[src/acr_pkg.sv]
////////////////////////////////////////////////////////////////////////
// constants shared by the conversion control and the result store
package acr_pkg;

   // result word layout
   localparam int RESULT_WIDTH = 16;
   localparam int RESULT_BIT_MSB = 15;
   localparam int RESULT_BIT_LSB = 0;
   localparam logic [15:0] RESULT_RESET = 16'h0000;

   // clock rate
   localparam int CLOCK_PERIOD_PS = 25000;

   // conversion time, busy low from start to completion
   localparam int CONV_TIME_NS = 3400;
   localparam int CONV_CYCLES = (CONV_TIME_NS * 1000 + CLOCK_PERIOD_PS - 1) / CLOCK_PERIOD_PS;

   // least lead of valid data ahead of the busy rising edge, rounded up
   localparam int DATA_LEAD_NS = 25;
   localparam int DATA_LEAD_CYCLES = (DATA_LEAD_NS * 1000 + CLOCK_PERIOD_PS - 1) / CLOCK_PERIOD_PS;

   // window after busy rises in which the host must release the start condition
   localparam int REARM_NS = 250;
   localparam int REARM_CYCLES = (REARM_NS * 1000) / CLOCK_PERIOD_PS;

   // counter width for all phase counters
   localparam int COUNT_WIDTH = 8;

   // conversion sequencer states
   typedef enum logic [1:0] {
      ST_IDLE = 2'b00,
      ST_CONVERT = 2'b01,
      ST_PRESENT = 2'b10,
      ST_REARM = 2'b11
   } acr_state_type;

endpackage

[src/acr_result_store.sv]
`timescale 1ns/1ps
////////////////////////////////////////////////////////////////////////
// one-word result memory; read data always comes out of a register
module acr_result_store #(
   parameter int WIDTH = acr_pkg::RESULT_WIDTH
) (
   // clock and reset
   input wire logic clock,
   input wire logic rst,
   // write side
   input wire logic writeEn,
   input wire logic [WIDTH-1:0] writeData,
   // read side
   output logic [WIDTH-1:0] readData
);

   logic [WIDTH-1:0] word_reg;
   logic [WIDTH-1:0] word_next;

   ////////////////////////////////////////////////////////////////////////
   // registered write, so the new word is readable one edge after the write
   always_comb begin
      word_next = word_reg;
      if (writeEn) begin
         word_next = writeData;
      end
   end

   // the word survives until the next completed conversion overwrites it
   always_ff @(posedge clock) begin
      if (rst) begin
         word_reg <= WIDTH'(acr_pkg::RESULT_RESET);
      end else begin
         word_reg <= word_next;
      end
   end

   assign readData = word_reg;

endmodule

[src/acr_convert_read_port.sv]
`timescale 1ns/1ps
////////////////////////////////////////////////////////////////////////
// Operation
// RL1 - result bus floats whenever chip select is high
// RL2 - result bus floats whenever read/convert select is low
// RL3 - result bus floats while a conversion is in progress
// RL4 - chip select falling with read high and idle enables the bus
// RL5 - chip select falling with read/convert low starts a conversion when idle
// RL6 - conversion requests during a running conversion are ignored
// RL7 - busy goes low at start and stays low until completion
// RL8 - with select low and read high, data valid before busy rises
// RL9 - host releases selects within 250ns of busy rising, else restart
// RL10 - result is a 16-bit word, bit 15 most significant
// RL11 - result coded two's complement, midscale zero
// RL12 - host drops read/convert 100ns before chip select to start
// RL13 - host spaces conversion starts at least 4us apart
// RL14 - last completed result is kept until the next completes
// RL15 - exactly one busy rising edge per completed conversion
module acr_convert_read_port #(
   parameter int CONV_CYCLES = acr_pkg::CONV_CYCLES,
   parameter int DATA_LEAD_CYCLES = acr_pkg::DATA_LEAD_CYCLES,
   parameter int REARM_CYCLES = acr_pkg::REARM_CYCLES
) (
   // clock and reset
   input wire logic clock,
   input wire logic rst,
   // host control pins
   input wire logic chipSelectN,
   input wire logic readConvert,
   // sampled code from the successive approximation core, offset binary
   input wire logic [acr_pkg::RESULT_WIDTH-1:0] analogCode,
   // result bus, two signals of a tri-state pin group
   output logic [acr_pkg::RESULT_WIDTH-1:0] resultData,
   output logic resultOe,
   // conversion status
   output logic busyN
);

   localparam int CW = acr_pkg::COUNT_WIDTH;
   localparam logic [CW-1:0] CONV_LAST = CW'(CONV_CYCLES - DATA_LEAD_CYCLES - 2);
   localparam logic [CW-1:0] LEAD_LAST = CW'(DATA_LEAD_CYCLES);
   localparam logic [CW-1:0] REARM_LAST = CW'(REARM_CYCLES - 1);

   ////////////////////////////////////////////////////////////////////////
   // offset binary to two's complement: flip the sign bit
   function automatic logic [acr_pkg::RESULT_WIDTH-1:0] toTwosComplement(
      input logic [acr_pkg::RESULT_WIDTH-1:0] code
   );
      logic [acr_pkg::RESULT_WIDTH-1:0] flipped;
      flipped = code;
      flipped[acr_pkg::RESULT_BIT_MSB] = ~code[acr_pkg::RESULT_BIT_MSB];
      return flipped;
   endfunction

   ////////////////////////////////////////////////////////////////////////
   // state

   acr_pkg::acr_state_type state_reg;
   acr_pkg::acr_state_type state_next;
   logic [CW-1:0] count_reg;
   logic [CW-1:0] count_next;
   logic [acr_pkg::RESULT_WIDTH-1:0] held_reg;
   logic [acr_pkg::RESULT_WIDTH-1:0] held_next;
   logic chipSelectN_reg;
   logic chipSelectN_next;
   logic readOpen_reg;
   logic readOpen_next;
   logic resultOe_reg;
   logic resultOe_next;
   logic busyN_reg;
   logic busyN_next;
   logic [acr_pkg::RESULT_WIDTH-1:0] resultData_reg;
   logic [acr_pkg::RESULT_WIDTH-1:0] resultData_next;

   logic csFall;
   logic startReq;
   logic storeWrite;
   logic [acr_pkg::RESULT_WIDTH-1:0] storeData;
   logic [acr_pkg::RESULT_WIDTH-1:0] storeRead;

   ////////////////////////////////////////////////////////////////////////
   // request decode from the host pins
   always_comb begin
      chipSelectN_next = chipSelectN;
      csFall = chipSelectN_reg && !chipSelectN;
      startReq = csFall && !readConvert;
   end

   ////////////////////////////////////////////////////////////////////////
   // conversion sequencer: busy low spans convert plus present phases
   always_comb begin
      state_next = state_reg;
      count_next = count_reg;
      held_next = held_reg;
      storeWrite = 1'b0;
      case (state_reg)
         acr_pkg::ST_IDLE: begin
            // RL5 start when idle
            if (startReq) begin
               state_next = acr_pkg::ST_CONVERT;
               count_next = '0;
               held_next = analogCode;
            end
         end
         acr_pkg::ST_CONVERT: begin
            // RL6 requests ignored here
            count_next = count_reg + CW'(1);
            if (count_reg == CONV_LAST) begin
               state_next = acr_pkg::ST_PRESENT;
               count_next = '0;
               // RL14 store new result
               storeWrite = 1'b1;
            end
         end
         acr_pkg::ST_PRESENT: begin
            // RL8 data leads busy
            count_next = count_reg + CW'(1);
            if (count_reg == LEAD_LAST) begin
               state_next = acr_pkg::ST_REARM;
               count_next = '0;
            end
         end
         acr_pkg::ST_REARM: begin
            count_next = count_reg + CW'(1);
            // the window counts only while both selects stay low
            // RL5 start edge in window
            if (startReq) begin
               // busy is already high here, so a fresh start edge must not be lost
               state_next = acr_pkg::ST_CONVERT;
               count_next = '0;
               held_next = analogCode;
            end else if (chipSelectN || readConvert) begin
               // host released in time, proper acquisition follows
               state_next = acr_pkg::ST_IDLE;
               count_next = '0;
            end else if (count_reg == REARM_LAST) begin
               // RL9 late release restarts
               state_next = acr_pkg::ST_CONVERT;
               count_next = '0;
               held_next = analogCode;
            end
         end
         default: begin
            state_next = acr_pkg::ST_IDLE;
            count_next = '0;
         end
      endcase
   end

   // RL11 two's complement coding
   assign storeData = toTwosComplement(held_reg);

   ////////////////////////////////////////////////////////////////////////
   // output drive: every pin comes from a register
   always_comb begin
      readOpen_next = readOpen_reg;
      // RL4 falling edge opens bus
      if (csFall && readConvert && state_reg != acr_pkg::ST_CONVERT) begin
         readOpen_next = 1'b1;
      end
      // a conversion ending under an open read presents its result
      if (state_next == acr_pkg::ST_PRESENT && state_reg == acr_pkg::ST_PRESENT) begin
         readOpen_next = 1'b1;
      end
      // RL1 RL2 release clears the read
      if (chipSelectN || !readConvert) begin
         readOpen_next = 1'b0;
      end
      // RL3 float while converting
      resultOe_next = readOpen_next && state_next != acr_pkg::ST_CONVERT;
      // the word written on entry to present is readable one cycle later
      if (state_next == acr_pkg::ST_PRESENT && state_reg != acr_pkg::ST_PRESENT) begin
         resultOe_next = 1'b0;
      end
      // RL7 busy low while converting
      busyN_next = !(state_next == acr_pkg::ST_CONVERT || state_next == acr_pkg::ST_PRESENT);
      // RL10 full 16-bit word
      resultData_next = storeRead;
   end

   ////////////////////////////////////////////////////////////////////////
   // registers; inputs are taken as synchronous to the clock
   always_ff @(posedge clock) begin
      if (rst) begin
         state_reg <= acr_pkg::ST_IDLE;
         count_reg <= '0;
         held_reg <= acr_pkg::RESULT_RESET;
         chipSelectN_reg <= 1'b1; // reads as deselected, so a select held low through reset is seen as a falling edge
         readOpen_reg <= 1'b0;
         resultOe_reg <= 1'b0;
         busyN_reg <= 1'b1;
         resultData_reg <= acr_pkg::RESULT_RESET;
      end else begin
         state_reg <= state_next;
         count_reg <= count_next;
         held_reg <= held_next;
         chipSelectN_reg <= chipSelectN_next;
         readOpen_reg <= readOpen_next;
         resultOe_reg <= resultOe_next;
         // RL15 one rise per conversion
         busyN_reg <= busyN_next;
         resultData_reg <= resultData_next;
      end
   end

   ////////////////////////////////////////////////////////////////////////
   // result memory keeps the last completed word for deferred reads
   acr_result_store #(
      .WIDTH(acr_pkg::RESULT_WIDTH)
   ) resultStore (
      .clock(clock),
      .rst(rst),
      .writeEn(storeWrite),
      .writeData(storeData),
      .readData(storeRead)
   );

   assign resultData = resultData_reg;
   assign resultOe = resultOe_reg;
   assign busyN = busyN_reg;

endmodule

[config.mk]
export PLATFORM = sky130hd
export DESIGN_NAME = acr_convert_read_port
export DESIGN_NICKNAME = d
export VERILOG_FILES = /design/src/acr_pkg.sv /design/src/acr_result_store.sv /design/src/acr_convert_read_port.sv
export SDC_FILE = /design/constraint.sdc
export NUM_CORES = 1
export LEC_CHECK = 0
export BUFFER_PORTS_ARGS = -buffer_cell sky130_fd_sc_hd__buf_4
export CAP_MARGIN = 20
export CORE_ASPECT_RATIO = 0.7
export CORE_MARGIN = 2
export CORE_UTILIZATION = 30
export DETAILED_ROUTE_END_ITERATION = 16
export SYNTH_ARGS = -nofsm -noshare
export SYNTH_HDL_FRONTEND = slang
export SYNTH_SLANG_ARGS = --single-unit
[constraint.sdc]
create_clock -name clock -period 8 [get_ports clock]
set_clock_uncertainty 0.05 [all_clocks]
set_input_delay 1.6 -clock clock [delete_from_list [all_inputs] [get_ports clock]]
set_output_delay 1.6 -clock clock [all_outputs]
set_load 0.05 [all_outputs]
Word-level counts from Yosys, hierarchy flattened

Index checks and enable logic that the tools add are counted.

Register bits: 62
Bits of input ports: 20
Output and inout port bits: 18
Word-level logic and storage cells: 66

Add/subtract/negate cells: 1
Equal/unequal tests: 14
Mux-type cells: 24
Bitwise gates (word level): 1
Reductions and logical operators: 17

Operators by type and width:

| operator            | number |
|---|---|
| $mux 16             | 4 |
| $mux 8              | 6 |
| $pmux 16 s2         | 1 |
| $pmux 8 s4          | 1 |
| $mux 2              | 6 |
| $add 8x1->8 const B | 1 |
| $eq 8x1->1 const B  | 1 |
| $eq 8x4->1 const B  | 1 |
| $eq 8x8->1 const B  | 1 |
| $pmux 2 s4          | 1 |
| $logic_and 1x1->1   | 7 |
| $eq 2x2->1 const B  | 3 |
| $ne 3x3->1 const B  | 2 |
| $mux 1              | 5 |
| $eq 2x1->1 const B  | 2 |
| $ne 2x1->1 const B  | 2 |
| $ne 2x2->1 const B  | 2 |
| $reduce_and 4->1    | 1 |
| $logic_not 1->1     | 3 |
| $logic_or 1x1->1    | 3 |
| $logic_not 2->1     | 1 |
| $reduce_bool 2->1   | 1 |
| $reduce_or 2->1     | 1 |
| $not 1->1           | 1 |

Logic depth before layout (Yosys ltp)

Depth in word-level cells: 10
Gate-level depth with buffers: 13
Gate-level depth less buffers: 13

Modules after synthesis

Synthesis repeated with hierarchy kept, for this count alone.

Cell total of the unflattened synthesis: 256
Area, all modules: 2489.9 µm²

By module, submodules not included:

| module                | instances | cells each | area an instance (µm²) | seq. area each (µm²) |
|---|---|---|---|---|
| acr_convert_read_port | 1         | 204        | 1909.3                 | 920.9 |
| acr_result_store      | 1         | 52         | 580.6                  | 320.3 |

Worst setup path after synthesis

No wires, ideal clock.

Path kind: in2reg
Start: in chipSelectN
End: reg resultOe_reg, in the netlist resultOe
Setup time: 0.059 ns
Arrival time: 3.062 ns
Data required time: 7.891 ns
Path slack: 4.829 ns
Stages: 10
Path buffers: 0
Path through: nor4b_2 -> nand3_1 -> a31o_2 -> inv_1 -> ha_1 -> inv_1 -> o21ai_0 -> a211oi_1 -> nor3b_1 -> and2_1

Word-level cells in the longest chain between the ends: 10
Elaborated cells on any way between the ends: 20
Classes of those cells: 2 x eq/ne; 7 x mux; 11 x reduce/logical

RTL lines:

| element                   | line                                                       | RTL |
|---|---|---|
| from (decl)               | acr_convert_read_port.sv:28                                | `input wire logic chipSelectN,` |
| $logic_not 1->1           | acr_convert_read_port.sv:85                                | `csFall = chipSelectN_reg && !chipSelectN;` |
| $logic_and 1x1->1         | acr_convert_read_port.sv:85                                |  |
| $logic_and 1x1->1         | acr_convert_read_port.sv:86                                | `startReq = csFall && !readConvert;` |
| $mux 2 (on tied branches) | acr_convert_read_port.sv:127, acr_convert_read_port.sv:99  |  |
| $pmux 2 s4 *              | acr_convert_read_port.sv:96                                | `case (state_reg)` |
| net state_next[1]         | acr_convert_read_port.sv:59                                | `acr_pkg::acr_state_type state_next;` |
| $eq 2x2->1                | acr_convert_read_port.sv:162, acr_convert_read_port.sv:172 |  |
| $logic_and 1x1->1         | acr_convert_read_port.sv:162                               | `if (state_next == acr_pkg::ST_PRESENT && state_reg == acr_pkg::ST_PRESENT) begin` |
| $mux 1                    | acr_convert_read_port.sv:162                               |  |
| $mux 1                    | acr_convert_read_port.sv:166                               | `if (chipSelectN \|\| !readConvert) begin` |
| $logic_and 1x1->1         | acr_convert_read_port.sv:170                               | `resultOe_next = readOpen_next && state_next != acr_pkg::ST_CONVERT;` |
| to (signal assigned)      | acr_convert_read_port.sv:199                               | `resultOe_reg <= resultOe_next;` |
| to (decl)                 | acr_convert_read_port.sv:68                                | `logic resultOe_reg;` |

The timed path passes the listed nets; every way through them passes the cells marked *.
A chain may end at the register's enable or synchronous reset.

Final worst setup path

Start: reg count_reg[0]
End: reg resultOe_reg, in the netlist resultOe

Word-level cells in the longest chain between the ends: 10
Elaborated cells on any way between the ends: 17
Classes of those cells: 5 x eq/ne; 8 x mux; 4 x reduce/logical

RTL lines:

| element                | line                                                       | RTL |
|---|---|---|
| from (decl)            | acr_convert_read_port.sv:60                                | `logic [CW-1:0] count_reg;` |
| from (signal assigned) | acr_convert_read_port.sv:195                               | `count_reg <= count_next;` |
| $eq 8x4->1             | acr_convert_read_port.sv:136                               | `end else if (count_reg == REARM_LAST) begin` |
| $mux 2                 | acr_convert_read_port.sv:136                               |  |
| $mux 2                 | acr_convert_read_port.sv:132                               | `end else if (chipSelectN \|\| readConvert) begin` |
| $mux 2                 | acr_convert_read_port.sv:127                               | `if (startReq) begin` |
| $pmux 2 s4 *           | acr_convert_read_port.sv:96                                |  |
| net state_next[1]      | acr_convert_read_port.sv:59                                |  |
| $eq 2x2->1             | acr_convert_read_port.sv:162, acr_convert_read_port.sv:172 |  |
| $logic_and 1x1->1      | acr_convert_read_port.sv:162                               |  |
| $mux 1                 | acr_convert_read_port.sv:162                               |  |
| $mux 1                 | acr_convert_read_port.sv:166                               |  |
| $logic_and 1x1->1      | acr_convert_read_port.sv:170                               |  |

Marked as above.

==> reports/qor.csv <==
stage;metric;value;unit
layout;drive_above_1_share;21.71;%
layout;register_area;0.001241;mm²
timing;slew_violations;0;
critical_path;end_kind;flop;
clocking;post_cts_buffers;0;
layout;fillers;803;
clocking;path_clk_slew;0.05;ns
synthesis;synth_simple_gate_area_share;25.13;%
critical_path;crit_fanout;16;
synthesis;netlist_instances;266;
critical_path;r2r_cells;12;
global_routing;grt_pass1_wl;8.224;mm
clocking;clock-root-buffer;clkbuf_16;
clocking;cts_tree;yes;
die;initial_core_util;30.75;%
synthesis;ys_types;40;
critical_path;path_class;reg -> reg;
power;power.total;0.0007592;W
synthesis;ys_seq_area_share;51.51;%
layout;syn_to_final_growth;25.75;%
critical_path;cp_cell_sequence;ha_1, or4b_4, nor2_4, nand4_1, a31o_2, inv_1, ha_1, inv_1, o21ai_0, a211oi_1, nor3b_1, and2_1;
die;die_y;78.99;µm
min_path;hp-class;reg -> reg;
synthesis;yosysMostFrequentCell;dfxtp_1;
synthesis;synth_ff_type;dfxtp_1;
synthesis;synth_top_family_by_area;simple AND/OR/NAND/NOR gates;
clocking;cts.sinks;62;
timing;period_share;42.89;%
critical_path;critical_path_required;8.22;ns
global_routing;grt_max_degree;56;
timing;finalSetupViolations;0;
critical_path;cp.arrival;3.65;ns
route;drc;0;
synthesis;synth-seq-cells;62;
critical_path;crit_path_max_incr_delay;0.71;ns
route;wl;4.834;mm
timing;hold_viol_final;0;
clocking;post_cts_resize_count;0;
route;drt_first_pass_iters;4;
global_routing;antenna_found_initial;0;
clocking;clockBufferDepth;2;
place;gp_congestion;0.8086;
global_routing;gr-total-overflow;0;
run;cap_violations;0;
place;place_ws;4.505;ns
clocking;cts_buffers;9;
timing;hold_slack;0.3936;ns
critical_path;crit_path_start_kind;flop;
power;power.leakage;1.174;nW
synthesis;yosysWarnings;0;
critical_path;cp_slowest_cell;nand4_1;
timing;relSlewSlack;33.02;%
layout;nets;323;
synthesis;synthTopCellsByCount;dfxtp_1, nand2_1, nor2_1, nor2b_1;
min_path;hp-start;held_reg[15]$_SDFFE_PP0P_;
synthesis;synth_area_leader_cell;dfxtp_1;
status;status;finished clean;
timing;fmaxAchievable;291.4;MHz
synthesis;synth_area;0.002410;mm²
min_path;hold-path-endpoint;resultStore.readData[15]$_SDFFE_PP0P_;
place;portBuffers;37;
route;drtAntennaViolNets;0;
place;hpwl;3.099;mm
critical_path;reg2reg_from;count_reg[0]$_SDFFE_PP0N_;
clocking;h-tree-depth;3;
die;die_area;0.008777;mm²
global_routing;grt_pass1_vias;1745;
timing;rsz0062_at_grt;false;
clocking;postCtsHoldBufs;0;
clocking;worstSkewPairLatency;0.33;ns
route;first_iter_violations;67;
synthesis;synth-xor-area-share;0.3634;%
synthesis;yosys-top-cells-area;dfxtp_1, nand2_1, mux2i_1;
die;die_w;111.1;µm
die;pin_count;38;
timing;max_slew.worst_pin.slew;0.9980;ns
die;core_area;0.007838;mm²
layout;diodes;0;
synthesis;synth.avg_cell_area;9.059;µm²
route;via_count;1868;
synthesis;synth.area.mux_share;6.646;%
power;max-vdd-ir-drop;0.0001622;V
timing;layout_setup_ws;4.569;ns
route;wl_per_cell;11.94;µm
synthesis;async_reset_ff_share;0;%
synthesis;synth-adder-area-share;2.077;%
die;std_cell_rows;27;
synthesis;synth_edf_count;0;
timing;fin_tns_setup;0;ns
route;viasPerCell;4.612;
synthesis;syn_nets;290;
global_routing;grt_usage;12.00;%
timing;period_needed;3.431;ns
power;power_density;250.5;mW/mm²
critical_path;reg2reg_to;resultOe$_SDFF_PP0_;
layout;multi_input_area;0.001067;mm²
critical_path;r2r_slack;4.57;ns
min_path;hold_depth;1;
synthesis;synth_top_area_share;51.51;%
synthesis;synth-compound-area-share;9.917;%
## stage by stage
| stage | area, µm² | std cells | utilization [%] |
|---|---|---|---|
| floorplan | 2410 | 266 | - |
| global placement | 2739 | 389 | 34.95 |
| detailed placement | 2739 | 389 | 34.95 |
| CTS | 3030 | 405 | 38.67 |
| global route | 3030 | 405 | 38.67 |
| finish | 3030 | 405 | 38.67 |
## worst max path at each step
stage                                    from             endpoint  slack, ns  cells past startpoint
floorplan                         chipSelectN  resultOe$_SDFF_PP0_       4.83                     10
global placement                  chipSelectN  resultOe$_SDFF_PP0_       4.59                     11
detailed placement                chipSelectN  resultOe$_SDFF_PP0_       4.50                     11
CTS                 count_reg[0]$_SDFFE_PP0N_  resultOe$_SDFF_PP0_       4.63                     12
global route        count_reg[0]$_SDFFE_PP0N_  resultOe$_SDFF_PP0_       4.25                     12
finish              count_reg[0]$_SDFFE_PP0N_  resultOe$_SDFF_PP0_       4.57                     12
## cell type report
cell class              count  area share [%]
multi-input cells         183           35.22
well taps                 101           4.170
repair buffers             38           9.414
clock buffers              10           7.556
inverters                   5          0.6193
clock inverters             6           2.064
flip-flops and latches     62           40.96
## cell usage in the layout (no fill, tap or decap), types with 2 or more instances in the layout
master / instances
clkinvlp_4: 3
a21oi_1: 16
nor2_1: 30
nor3_1: 2
inv_1: 5
ha_1: 4
and2_1: 5
clkinv_2: 2
or2_2: 4
nor2b_1: 18
o221ai_1: 5
mux2i_1: 16
dfxtp_1: 62
nand4_1: 2
nand3_1: 5
a211oi_1: 3
clkbuf_16: 9
buf_4: 38
nand2_1: 47
o21ai_0: 7
## per-layer routing
metal | up-vias | global-route usage (%) | part of all wire (%)
li1 | 952 | - | -
met1 | 869 | 15.86 | 52
met2 | 42 | 16.81 | 42
met3 | 5 | 4.962 | 5.1
met4 | 0 | 6.049 | 1.5
met5 | - | 0 | 0
## critical path, delay by kind of cell (launching register included)
kind / cells / cell delay, ns
fa+ha+maj: 2 / 0.33
buf+inv: 2 / 0.10
simple gates: 5 / 1.72
flops: 1 / 0.40
compound gates: 3 / 0.78
## where the power goes
group | leakage (nW) | internal (W) | switching [W] | total, W
clock | 0.134 | 0.000239 | 0.000135 | 0.000375
combinational | 0.538 | 0.0000252 | 0.0000355 | 0.0000607
sequential | 0.502 | 0.000317 | 0.00000681 | 0.000324
## cell families (layout without fill, tap and decap cells)
family	Yosys count	after routing
AOI/OAI and AO/OA	38	38
xor gates and xnor gates	1	1
adders and majority gates	4	4
buffers and inverters	21	59
DFF	62	62
muxes	16	16
and+or+nand+nor	124	124
Power figures use the tool's default switching activity.
